==> config.mk <==
export PLATFORM = sky130hd
export DESIGN_NAME = lts_load_transfer_sequencer
export DESIGN_NICKNAME = d
export VERILOG_FILES = /design/src/logic/lts_pkg.sv /design/src/logic/lts_load_transfer_sequencer.sv
export SDC_FILE = /design/constraint.sdc
export NUM_CORES = 2
export LEC_CHECK = 0
export BUFFER_PORTS_ARGS = -buffer_cell sky130_fd_sc_hd__buf_4
export CAP_MARGIN = 0
export CORE_MARGIN = 1.5
export CORE_UTILIZATION = 60
export CTS_CLUSTER_DIAMETER = 100
export DETAILED_ROUTE_END_ITERATION = 10
export PLACE_DENSITY = 0.76
export SLEW_MARGIN = 20
export SYNTH_ARGS = -nofsm -noshare
export SYNTH_HDL_FRONTEND = slang
export SYNTH_SLANG_ARGS = --single-unit
==> constraint.sdc <==
create_clock -name clk -period 8.99 [get_ports clk]
set_input_delay 0.4495 -clock clk [delete_from_list [all_inputs] [get_ports clk]]
set_output_delay 0.4495 -clock clk [all_outputs]
set_load 0.1 [all_outputs]
==> src/logic/lts_pkg.sv <==
package lts_pkg;
    // bus map (byte addresses)
    localparam logic [7:0] LTS_CTRL_OFS = 8'h00;
    localparam logic [7:0] LTS_MCT_OFS = 8'h04;
    localparam logic [7:0] LTS_GCT_OFS = 8'h08;
    localparam logic [7:0] LTS_SFT_OFS = 8'h0C;
    localparam logic [7:0] LTS_SCT_OFS = 8'h10;
    localparam logic [7:0] LTS_STT_OFS = 8'h14;
    localparam logic [7:0] LTS_PCD_OFS = 8'h18;
    localparam logic [7:0] LTS_LIM_OFS = 8'h1C;
    localparam logic [7:0] LTS_PHO_OFS = 8'h20;
    localparam logic [7:0] LTS_RAMP_OFS = 8'h24;
    localparam logic [7:0] LTS_STAT_OFS = 8'h28;
    localparam logic [7:0] LTS_WARN_OFS = 8'h2C;
    localparam logic [7:0] LTS_MEAS_OFS = 8'h30;
    // control bit positions
    localparam int LTS_CTL_REQ_MAINS = 0;
    localparam int LTS_CTL_REQ_GEN = 1;
    localparam int LTS_CTL_NOBRK = 2;
    localparam int LTS_CTL_SOFT = 3;
    localparam int LTS_CTL_AUXFB = 4;
    localparam int LTS_CTL_PHCHK = 5;
    localparam int LTS_CTL_VTUSE = 6;
    // reset values
    localparam logic [31:0] LTS_CTRL_RST = 32'h0000_0020;
    localparam logic [31:0] LTS_TMR_RST = 32'h0000_0100;
    localparam logic [31:0] LTS_LIM_RST = 32'h0001_0A14;
    localparam logic [31:0] LTS_ZERO = 32'h0000_0000;
    // timers count in ticks of this many clocks (1 us at 125 MHz)
    localparam int LTS_CLK_MHZ = 125;
    localparam int LTS_TICK_US = 1;
    localparam int LTS_TICK_CYC = LTS_CLK_MHZ * LTS_TICK_US;
    localparam logic [1:0] LTS_RESP_OK = 2'h0;
    localparam logic [1:0] LTS_RESP_SLVERR = 2'h2;

    typedef enum logic [3:0] {
        LTS_IDLE = 4'b0000,
        LTS_OPEN_OUT = 4'b0001,
        LTS_WAIT_IN = 4'b0010,
        LTS_CLOSE_IN = 4'b0011,
        LTS_SYNC = 4'b0100,
        LTS_PARALLEL = 4'b0101,
        LTS_SOFT = 4'b0110,
        LTS_END_PAR = 4'b0111
    } lts_state_t;

    // measured quantities arrive already qualified by the metering front end
    typedef struct packed {
        logic mainsVoltOk;
        logic mainsFreqOk;
        logic genVoltOk;
        logic genFreqOk;
        logic mainsPhaseOrderOk;
        logic genPhaseOrderOk;
        logic [7:0] freqDiff;
        logic [15:0] voltDiff;
        logic [8:0] phaseDiff;
    } lts_meas_t;

    typedef struct packed {
        logic mainsClose;
        logic genClose;
    } lts_coil_t;

    typedef struct packed {
        logic syncFail;
        logic parMainsFail;
        logic rocof;
        logic vectorShift;
        logic underOver;
    } lts_warn_t;
endpackage : lts_pkg

==> src/logic/lts_load_transfer_sequencer.sv <==
`timescale 1ns/1ps
`default_nettype none
// Contract
// - to mains: open genset contactor, wait mains delay, close mains contactor
// - to genset: open mains contactor, wait genset delay, close genset contactor
// - make-before-break applies only to genset-to-mains transfers
// - parallel closing needs both voltages and frequencies in limits
// - parallel closing needs correct phase order unless check disabled
// - frequency, L1 voltage and L1 angle differences within maxima
// - keep searching for match until sync failure timer expires
// - match found in time: close both contactors together
// - with feedback: open outgoing once incoming feedback shows closed
// - no feedback: hold both closed for sync contactor timeout, then open
// - no match in time: sync failure warning, finish interrupted
// - no-break enable chooses interrupted-only or make-before-break
// - with VT fitted, scale max voltage difference by VT ratio
// - add phase offset to measured phase difference when matching
// - soft transfer enable; soft starts like make-before-break
// - soft: ramp active and reactive load to mains at set rates
// - soft phase lasts soft timer, then open one contactor
// - any alarm during soft transfer: fall back to interrupted
// - parallel mains protections off until parallel check delay elapses
// - mains fail in parallel: open mains, flag general and specific warning
module lts_load_transfer_sequencer
    import lts_pkg::*;
(
    input wire logic clk,
    input wire logic srst,
    input wire logic [7:0] s_axi_awaddr,
    input wire logic s_axi_awvalid,
    output logic s_axi_awready,
    input wire logic [31:0] s_axi_wdata,
    input wire logic [3:0] s_axi_wstrb,
    input wire logic s_axi_wvalid,
    output logic s_axi_wready,
    output logic [1:0] s_axi_bresp,
    output logic s_axi_bvalid,
    input wire logic s_axi_bready,
    input wire logic [7:0] s_axi_araddr,
    input wire logic s_axi_arvalid,
    output logic s_axi_arready,
    output logic [31:0] s_axi_rdata,
    output logic [1:0] s_axi_rresp,
    output logic s_axi_rvalid,
    input wire logic s_axi_rready,
    input wire lts_meas_t measIn,
    input wire logic mainsFbIn,
    input wire logic genFbIn,
    input wire logic alarmIn,
    input wire logic rocofTripIn,
    input wire logic vectorTripIn,
    input wire logic uoTripIn,
    output lts_coil_t coilOut,
    output logic protEnable,
    output logic rampActive,
    output logic [15:0] kwSetpoint,
    output logic [15:0] kvarSetpoint
);
    logic [31:0] ctrl_q, mct_q, gct_q, sft_q, sct_q, stt_q, pcd_q, lim_q, pho_q, ramp_q;
    lts_warn_t warn_q;
    lts_state_t state_q;
    lts_coil_t coil_q;
    logic toMains_q, mbb_q, soft_q;
    logic [31:0] tmr_q, pcdCnt_q;
    logic [6:0] tick_q;
    logic tick;
    logic [15:0] kw_q, kvar_q;
    // pins are synchronised: two flops, second read only
    lts_meas_t meas1_q, meas_q;
    logic [5:0] pin1_q, pin_q;
    logic mainsFb, genFb, alarm, tripAny;
    logic awHave_q, wHave_q;
    logic [7:0] awa_q;
    logic [31:0] wd_q;
    logic wrFire, wrHit, clrReq;
    logic [31:0] rdMux;
    logic rdHit;
    logic [23:0] voltLimit;
    logic [9:0] phaseAdj;
    logic limitsOk, phaseOrdOk, diffsOk, matchOk;

    always_ff @(posedge clk)
    begin
        meas1_q <= measIn;
        meas_q <= meas1_q;
        pin1_q <= {uoTripIn, vectorTripIn, rocofTripIn, alarmIn, genFbIn, mainsFbIn};
        pin_q <= pin1_q;
    end

    assign genFb = pin_q[1];
    assign mainsFb = pin_q[0];
    assign alarm = pin_q[2];
    assign tripAny = |pin_q[5:3];

    // bus slave: aw and w accepted in either order
    assign s_axi_awready = !awHave_q && !s_axi_bvalid;
    assign s_axi_wready = !wHave_q && !s_axi_bvalid;
    assign wrFire = (awHave_q || s_axi_awvalid) && (wHave_q || s_axi_wvalid) && !s_axi_bvalid;

    always_ff @(posedge clk)
    begin
        if (srst)
        begin
            awHave_q <= 1'b0;
            wHave_q <= 1'b0;
            awa_q <= 8'h00;
            wd_q <= LTS_ZERO;
            s_axi_bvalid <= 1'b0;
            s_axi_bresp <= LTS_RESP_OK;
        end
        else
        begin
            if (s_axi_awvalid && s_axi_awready)
            begin
                awHave_q <= 1'b1;
                awa_q <= s_axi_awaddr;
            end
            if (s_axi_wvalid && s_axi_wready)
            begin
                wHave_q <= 1'b1;
                wd_q <= s_axi_wdata;
            end
            if (wrFire)
            begin
                awHave_q <= 1'b0;
                wHave_q <= 1'b0;
                s_axi_bvalid <= 1'b1;
                s_axi_bresp <= wrHit ? LTS_RESP_OK : LTS_RESP_SLVERR;
            end
            else if (s_axi_bvalid && s_axi_bready)
            begin
                s_axi_bvalid <= 1'b0;
            end
        end
    end

    logic [7:0] wa;
    logic [31:0] wdt;
    assign wa = awHave_q ? awa_q : s_axi_awaddr;
    assign wdt = wHave_q ? wd_q : s_axi_wdata;
    assign wrHit = (wa[7:2] <= LTS_WARN_OFS[7:2]) && (wa[7:2] != LTS_STAT_OFS[7:2]);

    function automatic logic [31:0] lts_merge(input logic [31:0] old, input logic [31:0] nw,
                                             input logic [3:0] be);
        logic [31:0] r;
        r = old;
        for (int i = 0; i < 4; i++)
        begin
            if (be[i])
            begin
                r[i*8 +: 8] = nw[i*8 +: 8];
            end
        end
        return r;
    endfunction : lts_merge

    logic [3:0] wbe;
    assign wbe = s_axi_wstrb;

    always_ff @(posedge clk)
    begin
        if (srst)
        begin
            ctrl_q <= LTS_CTRL_RST;
            mct_q <= LTS_TMR_RST;
            gct_q <= LTS_TMR_RST;
            sft_q <= LTS_TMR_RST;
            sct_q <= LTS_TMR_RST;
            stt_q <= LTS_TMR_RST;
            pcd_q <= LTS_TMR_RST;
            lim_q <= LTS_LIM_RST;
            pho_q <= LTS_ZERO;
            ramp_q <= LTS_ZERO;
        end
        else
        begin
            // request bits are self-clearing pulses
            ctrl_q[1:0] <= 2'b00;
            if (wrFire)
            begin
                case ({wa[7:2], 2'b00})
                    LTS_CTRL_OFS: ctrl_q <= lts_merge(ctrl_q, wdt, wbe);
                    LTS_MCT_OFS: mct_q <= wdt;
                    LTS_GCT_OFS: gct_q <= wdt;
                    LTS_SFT_OFS: sft_q <= wdt;
                    LTS_SCT_OFS: sct_q <= wdt;
                    LTS_STT_OFS: stt_q <= wdt;
                    LTS_PCD_OFS: pcd_q <= wdt;
                    LTS_LIM_OFS: lim_q <= wdt;
                    LTS_PHO_OFS: pho_q <= wdt;
                    LTS_RAMP_OFS: ramp_q <= wdt;
                    default: ctrl_q[1:0] <= 2'b00;
                endcase
            end
        end
    end

    assign clrReq = wrFire && (wa[7:2] == LTS_WARN_OFS[7:2]);

    // read channel
    assign s_axi_arready = !s_axi_rvalid;
    always_comb
    begin
        rdHit = 1'b1;
        case ({s_axi_araddr[7:2], 2'b00})
            LTS_CTRL_OFS: rdMux = ctrl_q;
            LTS_MCT_OFS: rdMux = mct_q;
            LTS_GCT_OFS: rdMux = gct_q;
            LTS_SFT_OFS: rdMux = sft_q;
            LTS_SCT_OFS: rdMux = sct_q;
            LTS_STT_OFS: rdMux = stt_q;
            LTS_PCD_OFS: rdMux = pcd_q;
            LTS_LIM_OFS: rdMux = lim_q;
            LTS_PHO_OFS: rdMux = pho_q;
            LTS_RAMP_OFS: rdMux = ramp_q;
            LTS_STAT_OFS:
                rdMux = {20'h0, genFb, mainsFb, protEnable, rampActive, coil_q, state_q, mbb_q,
                         soft_q};
            LTS_WARN_OFS: rdMux = {27'h0, warn_q};
            LTS_MEAS_OFS: rdMux = {kvar_q, kw_q};
            default:
            begin
                rdMux = LTS_ZERO;
                rdHit = 1'b0;
            end
        endcase
    end

    always_ff @(posedge clk)
    begin
        if (srst)
        begin
            s_axi_rvalid <= 1'b0;
            s_axi_rdata <= LTS_ZERO;
            s_axi_rresp <= LTS_RESP_OK;
        end
        else if (s_axi_arvalid && s_axi_arready)
        begin
            s_axi_rvalid <= 1'b1;
            s_axi_rdata <= rdMux;
            s_axi_rresp <= rdHit ? LTS_RESP_OK : LTS_RESP_SLVERR;
        end
        else if (s_axi_rvalid && s_axi_rready)
        begin
            s_axi_rvalid <= 1'b0;
        end
    end

    // match check: lim = {volt max[15:0], phase max[7:0]... } packed as
    // [7:0] freq max, [15:8] phase max, [31:16] volt max; vt/ramp in pho/ramp words
    // VT ratio scales voltage limit
    assign voltLimit = ctrl_q[LTS_CTL_VTUSE] ? 24'(lim_q[31:16]) * 24'(pho_q[31:24])
                                            : {8'h00, lim_q[31:16]};
    assign phaseAdj = 10'({1'b0, meas_q.phaseDiff} + {1'b0, pho_q[8:0]});
    assign limitsOk = meas_q.mainsVoltOk && meas_q.mainsFreqOk && meas_q.genVoltOk && meas_q.genFreqOk;
    assign phaseOrdOk = !ctrl_q[LTS_CTL_PHCHK] || (meas_q.mainsPhaseOrderOk && meas_q.genPhaseOrderOk);
    assign diffsOk = (meas_q.freqDiff <= lim_q[7:0]) && ({8'h00, meas_q.voltDiff} <= voltLimit)
                     && (phaseAdj <= {2'b00, lim_q[15:8]});
    assign matchOk = limitsOk && phaseOrdOk && diffsOk;

    // tick prescaler for all timers
    always_ff @(posedge clk)
    begin
        if (srst || tick)
            tick_q <= 7'h00;
        else
            tick_q <= tick_q + 7'h01;
    end
    assign tick = (tick_q == 7'(LTS_TICK_CYC - 1));

    logic reqMains, reqGen;
    assign reqMains = ctrl_q[LTS_CTL_REQ_MAINS];
    assign reqGen = ctrl_q[LTS_CTL_REQ_GEN];

    always_ff @(posedge clk)
    begin
        if (srst)
        begin
            state_q <= LTS_IDLE;
            coil_q <= '0;
            toMains_q <= 1'b0;
            mbb_q <= 1'b0;
            soft_q <= 1'b0;
            tmr_q <= LTS_ZERO;
        end
        else
        begin
            if (tick && tmr_q != LTS_ZERO)
                tmr_q <= tmr_q - 32'h1;
            case (state_q)
                LTS_IDLE:
                begin
                    if (reqMains)
                    begin
                        toMains_q <= 1'b1;
                        if (ctrl_q[LTS_CTL_NOBRK] && coil_q.genClose)
                        begin
                            mbb_q <= 1'b1;
                            soft_q <= ctrl_q[LTS_CTL_SOFT];
                            tmr_q <= sft_q;
                            state_q <= LTS_SYNC;
                        end
                        else
                        begin
                            state_q <= LTS_OPEN_OUT;
                        end
                    end
                    else if (reqGen)
                    begin
                        toMains_q <= 1'b0;
                        state_q <= LTS_OPEN_OUT;
                    end
                end
                LTS_SYNC:
                begin
                    if (matchOk)
                    begin
                        coil_q <= '{mainsClose: 1'b1, genClose: 1'b1};
                        tmr_q <= soft_q ? stt_q : sct_q;
                        state_q <= soft_q ? LTS_SOFT : LTS_PARALLEL;
                    end
                    // search until timer expiry, then interrupted
                    else if (tmr_q == LTS_ZERO)
                    begin
                        mbb_q <= 1'b0;
                        soft_q <= 1'b0;
                        state_q <= LTS_OPEN_OUT;
                    end
                end
                LTS_PARALLEL:
                begin
                    if ((ctrl_q[LTS_CTL_AUXFB] && mainsFb) || (!ctrl_q[LTS_CTL_AUXFB] && tmr_q == LTS_ZERO))
                        state_q <= LTS_END_PAR;
                end
                LTS_SOFT:
                begin
                    if (alarm)
                    begin
                        coil_q.mainsClose <= 1'b0;
                        tmr_q <= LTS_ZERO;
                        mbb_q <= 1'b0;
                        soft_q <= 1'b0;
                        state_q <= LTS_OPEN_OUT;
                    end
                    else if (tmr_q == LTS_ZERO)
                        state_q <= LTS_END_PAR;
                end
                LTS_END_PAR:
                begin
                    coil_q.genClose <= 1'b0;
                    mbb_q <= 1'b0;
                    soft_q <= 1'b0;
                    state_q <= LTS_IDLE;
                end
                LTS_OPEN_OUT:
                begin
                    coil_q <= '0;
                    tmr_q <= toMains_q ? mct_q : gct_q;
                    state_q <= LTS_WAIT_IN;
                end
                LTS_WAIT_IN:
                begin
                    if (tmr_q == LTS_ZERO)
                        state_q <= LTS_CLOSE_IN;
                end
                LTS_CLOSE_IN:
                begin
                    coil_q.mainsClose <= toMains_q;
                    coil_q.genClose <= !toMains_q;
                    state_q <= LTS_IDLE;
                end
                default: state_q <= LTS_IDLE;
            endcase
            // mains fail in parallel: open mains at once
            if (protEnable && tripAny)
            begin
                coil_q.mainsClose <= 1'b0;
                state_q <= LTS_IDLE;
                mbb_q <= 1'b0;
                soft_q <= 1'b0;
            end
        end
    end

    // protections armed after parallel check delay
    always_ff @(posedge clk)
    begin
        if (srst || !(coil_q.mainsClose && coil_q.genClose))
            pcdCnt_q <= LTS_ZERO;
        else if (tick && pcdCnt_q != pcd_q)
            pcdCnt_q <= pcdCnt_q + 32'h1;
    end
    assign protEnable = coil_q.mainsClose && coil_q.genClose && (pcdCnt_q == pcd_q);

    // warnings: hardware set wins over software clear
    always_ff @(posedge clk)
    begin
        if (srst)
            warn_q <= '0;
        else
        begin
            if (clrReq)
                warn_q <= warn_q & ~lts_warn_t'(wdt[4:0]);
            if (state_q == LTS_SYNC && !matchOk && tmr_q == LTS_ZERO)
                warn_q.syncFail <= 1'b1;
            if (protEnable && tripAny)
            begin
                warn_q.parMainsFail <= 1'b1;
                if (pin_q[3])
                    warn_q.rocof <= 1'b1;
                if (pin_q[4])
                    warn_q.vectorShift <= 1'b1;
                if (pin_q[5])
                    warn_q.underOver <= 1'b1;
            end
        end
    end

    assign rampActive = (state_q == LTS_SOFT);
    always_ff @(posedge clk)
    begin
        if (srst || !rampActive)
        begin
            kw_q <= 16'h0000;
            kvar_q <= 16'h0000;
        end
        else if (tick)
        begin
            kw_q <= (kw_q > 16'hFFFF - ramp_q[15:0]) ? 16'hFFFF : 16'(kw_q + ramp_q[15:0]);
            kvar_q <= (kvar_q > 16'hFFFF - ramp_q[31:16]) ? 16'hFFFF : 16'(kvar_q + ramp_q[31:16]);
        end
    end

    assign coilOut = coil_q;
    assign kwSetpoint = kw_q;
    assign kvarSetpoint = kvar_q;
endmodule : lts_load_transfer_sequencer
`default_nettype wire

# Word-level counts from Yosys, hierarchy flattened
# Index checks and enable logic that the tools add are counted.
# Widths: inputs -> output; s select.
# classes
add_sub_neg	8
mul	1
magnitude_cmp	6
n_eq_ne	44
n_mux	52
bitwise_logic	4
n_reduce_logical	83
# ops
operator	count
$pmux 32 s13	1
$mux 32	8
$pmux 32 s4	1
$eq 6x3->1 const B	8
$eq 6x4->1 const B	8
$mux 4	9
$add 16x16->16	2
$add 32x1->32 const B	1
$eq 32x32->1	1
$gt 16x16->1	2
$logic_not 32->1	1
$mux 16	2
$ne 32x32->1	1
$reduce_bool 32->1	1
$sub 16x16->16 const A	2
$sub 32x1->32 const B	1
$logic_and 1x1->1	29
$eq 6x2->1 const B	4
$le 16x24->1	1
$mul 16x8->24	1
$mux 24	1
$pmux 4 s6	1
$reduce_and 2->1	11
$mux 1	18
other kinds (37)	83
# word_totals
regBits	607
inputBits	104
out_inout_bits	77
word_cells	257

# Depth between registers and ports, before layout
# logic_depth
ltp_word	10
ltp_mapped	29
ltp_nobuf	27

# Worst setup path before layout
# No wires, ideal clock.
# synth_timing
path_type	flip-flop to flip-flop
from	register pho_q[31]
to	register tmr_q[31]
setup_ns	0.088
arrival_time_ns	6.580
required_ns	8.902
slack_ns	2.322
stages_incl_launch_ff	26
n_path_buf	1
period_less_slack_ns	6.668
path_cell_list	dfxtp_1 clkbuf_1 and2_1 fa_1 fa_1 fa_1 inv_1 fa_1 inv_1 ha_1 a2111oi_2 o21ai_0 a41oi_1 xnor2_1 mux2i_1 ha_1 a21o_1 a21o_1 a21oi_1 o21ai_0 a311oi_1 nor2_1 o2111a_2 or3_4 o211a_1 a311oi_2
# synth_between
elab_chain_cells	8
# synth_lines
element	line	text
start, declared	lts_load_transfer_sequencer.sv:59	logic [31:0] ctrl_q, mct_q, gct_q, sft_q, sct_q, stt_q, pcd_q, lim_q, pho_q, ramp_q;
start signal, assigned	lts_load_transfer_sequencer.sv:190	LTS_PHO_OFS: pho_q <= wdt;
$mul 16x8->24	lts_load_transfer_sequencer.sv:252	assign voltLimit = ctrl_q[LTS_CTL_VTUSE] ? 24'(lim_q[31:16]) * 24'(pho_q[31:24])
$mux 24	lts_load_transfer_sequencer.sv:252	
$le 16x24->1	lts_load_transfer_sequencer.sv:257	assign diffsOk = (meas_q.freqDiff <= lim_q[7:0]) && ({8'h00, meas_q.voltDiff} <= voltLimit)
$logic_and 1x1->1	lts_load_transfer_sequencer.sv:257	
$logic_and 1x1->1	lts_load_transfer_sequencer.sv:258	&& (phaseAdj <= {2'b00, lim_q[15:8]});
$logic_and 1x1->1	lts_load_transfer_sequencer.sv:259	assign matchOk = limitsOk && phaseOrdOk && diffsOk;
$mux 32	lts_load_transfer_sequencer.sv:316	if (matchOk)
$pmux 32 s4	lts_load_transfer_sequencer.sv:290	case (state_q)
end signal, assigned	lts_load_transfer_sequencer.sv:289	tmr_q <= tmr_q - 32'h1;
end signal, assigned	lts_load_transfer_sequencer.sv:300	tmr_q <= sft_q;
end signal, assigned	lts_load_transfer_sequencer.sv:319	tmr_q <= soft_q ? stt_q : sct_q;
end, declared	lts_load_transfer_sequencer.sv:64	logic [31:0] tmr_q, pcdCnt_q;
# No other way between the ends.
# A chain may end at the register's enable or synchronous reset.

# Worst setup path in the final report
# layout_timing
from	register pho_q[30]
to	register tmr_q[20]
# Same word-level chain as after synthesis.

==> impl_metrics.toml <==
[clocking]
cts.clk_slew.worst_paths_ns = 0.06
cts-root-buf = "clkbuf_16"
cts_tree = "yes"
post_cts_resized = 0
htree_num_levels = 3
cts_sinks = 602
numCtsBuffers = 66
insertion_delay_ns = 0.61
clk_path_buf_depth = 3

[finish]
multi_input_area_mm2 = 0.0178
area_delta_synth_final_pct = 14.2
regArea_mm2 = 0.0121
nets = 3924
fillCellCount = 3928
final_area_mm2 = 0.0358
layout-drive-gt1-share_pct = 12.9

[timing]
hold_viol = 0
setup_ws_ns = 0.579
relSlewSlack_pct = 18.7
setup_viol = 0
tightest_slew_ns = 1.19
final.setup.tns_ns = 0
fin_worst_skew_ns = 0.0273
finalCriticalPeriod_ns = 8.41
holdWs_ns = 0.0377
fmax_mhz = 119
rsz0062_at_grt = "no"
drv_slew = 0
fin_crit_sh_pct = 93.6

[worst_setup_path]
timing.critical_path.from = "pho_q[30]$_SDFFE_PP0P_"
reg2reg_setup_slack_ns = 0.58
r2r_cells = 25
worst-path-max-fanout = 18
regToRegEndpoint = "tmr_q[20]$_SDFF_PP0_"
critPathArrivalTime_ns = 8.85
required_ns = 9.43
crit_path_end_kind = "register"
rr_startpoint = "pho_q[30]$_SDFFE_PP0P_"
crit_type = "reg2reg"
start_kind = "register"

[place]
place_ws_ns = 0.785
dp_hpwl_um = 70900
gp_congestion = 0.938
numPortBuffers = 174
place_area_mm2 = 0.0330

[global_route]
grt_pass1_wl_um = 158000
grt_pass1_vias = 26997
grt_util_all_layers_pct = 38.3
antenna_found_initial = 6
grt_overflow = 0
grt_max_degree = 114

[yosys]
async_reset_ff_share_pct = 0
synth_cells = 3528
avgSynthCellArea_um2 = 8.87
seq_area_frac_synth_pct = 38.5
ys_warn_count = 0
synth_cell_types = 80
ys_seq_elements = 602
netlist_area_mm2 = 0.0313
synth-edff-count = 0
synth_ff_type = "dfxtp_1"

[power_and_ir_drop]
p_total_mw = 6.20
ir_drop_uv = 162
leakage_nw = 13.7
powerDensity_mw_per_mm2 = 173

[hold_path]
worst_hold_path.endpoint = "s_axi_rvalid$_SDFFE_PP0P_"
hp-start = "s_axi_rready"
hold_depth = 2
hold_path_class = "in2reg"

[routing]
drc = 0
routed_wl_um = 104000
viasPerCell = 6.50
first_iter_violations = 3560
wl_per_cell_um = 23.9
antenna_left = 0
via_count = 28233
firstDrtPassIters = 7

[floorplan]
die-height_um = 231
io-pin-count = 181
core_mm2 = 0.0514
rows = 83
initial_utilization_pct = 60.9
die_x_um = 231
die_area_mm2 = 0.0536

[run_status]
status = "complete, no violations"

[job]
cap_violations = 0
[synthesized netlist by cell type, types with 8 or more instances]
cell / number / area, um^2
nor2_1: 475 / 1780
o221a_2: 17 / 191
nand4_1: 29 / 181
nor2b_1: 17 / 106
or3_1: 10 / 62.6
a21oi_1: 194 / 971
o211ai_1: 11 / 82.6
ha_1: 124 / 1550
a31oi_1: 33 / 206
o21ai_0: 111 / 556
nor3_1: 47 / 235
a211oi_1: 314 / 2360
a221oi_1: 68 / 596
mux2_2: 60 / 676
clkbuf_1: 212 / 796
a21o_1: 27 / 203
mux2i_1: 116 / 1160
buf_1: 39 / 146
and4_1: 8 / 70.1
nand2_1: 208 / 781
nand2b_1: 11 / 68.8
fa_1: 87 / 1740
nor4_1: 17 / 106
and3_1: 21 / 131
a22o_1: 13 / 114
a22oi_1: 52 / 390
dfxtp_1: 602 / 12100
inv_1: 145 / 544
nand3_1: 43 / 215
xor2_1: 53 / 464
o21a_1: 12 / 90.1
xnor2_1: 87 / 762
and2_1: 115 / 719
o22ai_1: 48 / 300
[layer usage]
metal | vias up | share of wire [%] | global-route usage [%]
met5 | - | 0.048 | 0
met4 | 8 | 3.5 | 14.1
met3 | 258 | 12 | 10.0
met2 | 1686 | 43 | 57.3
met1 | 13507 | 41 | 53.0
li1 | 12774 | - | -
[repair_timing]
action	CTS	global route
hold buffers	45	0
endpoints found under the setup margin	0	0
endpoints found under the hold margin	45	0
setup buffers	0	0
[area by class of cell]
class / count / area share [%]
Clock buffer: 87 / 5.27
Antenna cell: 2 / 0.0140
Sequential cell: 602 / 33.7
Multi-Input combinational cell: 2522 / 49.9
Clock inverter: 33 / 1.16
Tap cell: 680 / 2.38
Timing Repair Buffer: 272 / 6.05
Inverter: 145 / 1.52
[cells in the final DEF, fill, tap and decap left out, types with 108 or more instances in the layout]
| cell type | instances |
|---|---|
| a21oi_1 | 194 |
| buf_4 | 226 |
| a211oi_1 | 314 |
| and2_1 | 108 |
| o21ai_0 | 111 |
| inv_1 | 145 |
| nor2_1 | 470 |
| dfxtp_1 | 600 |
| nand2_1 | 208 |
| ha_1 | 124 |
[how the worst max path moves through the flow]
stage | end | cells past startpoint
after floorplan | tmr_q[31]$_SDFF_PP0_ | 25
after global placement | tmr_q[22]$_SDFF_PP0_ | 25
after detailed placement | tmr_q[19]$_SDFF_PP0_ | 25
after CTS | tmr_q[20]$_SDFF_PP0_ | 25
after global routing | tmr_q[20]$_SDFF_PP0_ | 25
final | tmr_q[20]$_SDFF_PP0_ | 25
[cell families (layout without fill, tap and decap cells)]
kind of cell | after synthesis | in the layout | share of synthesized area, %
AO/OA/AOI/OAI | 966 | 966 | 21.3
XOR/XNOR | 140 | 140 | 3.92
adder cells (fa/ha/maj) | 211 | 211 | 10.5
buffers and inverters | 405 | 537 | 4.91
flip-flops | 602 | 602 | 38.5
multiplexers | 177 | 177 | 5.94
other | 1 | 4 | 0.0120
AND/OR/NAND/NOR | 1026 | 1026 | 14.9
[per-stage QoR]
step | std cells | util (%)
3_5_place_dp | 4176 | 64.1
3_3_place_gp | 4176 | 64.1
2_1_floorplan | 3529 | -
4_1_cts | 4341 | 69.5
6_report | 4343 | 69.5
5_1_grt | 4341 | 69.5
[state kept, by name, indices dropped and copies added, names as in the netlist, 6 cells and up]
register      count
tmr_q            32
ramp_q           32
ctrl_q           32
pcd_q            32
wd_q             32
gct_q            32
sft_q            32
meas1_q          39
s_axi_rdata      32
pcdCnt_q         32
tick_q            7
pin1_q            6
sct_q            32
pin_q             6
kwSetpoint       16
mct_q            32
kvarSetpoint     16
awa_q             6
pho_q            32
meas_q           39
stt_q            32
lim_q            32
[worst max-delay path, stage by stage (launching register included)]
cell and delay [ns]:
dfxtp_1 0.70, and2_1 0.25, fa_1 0.46, fa_1 0.53
fa_1 0.55, inv_1 0.06, fa_1 0.54, inv_1 0.05
ha_1 0.36, a2111oi_2 0.39, o21ai_0 0.29, a41oi_1 0.47
xnor2_1 0.16, mux2i_1 0.10, ha_1 0.32, a21o_1 0.16
a21o_1 0.17, a21oi_1 0.21, o21ai_0 0.18, a311oi_1 0.79
nor4_1 0.12, a21oi_1 0.18, nand3_1 0.16, o21ai_2 0.63
buf_4 0.30, o22ai_1 0.08
[power breakdown]
group	switching (mW)	internal (mW)	total, mW
combinational	0.386	0.161	0.548
clock	1.17	1.70	2.87
sequential	0.0526	2.73	2.78
(Power assumes the default switching activity.)
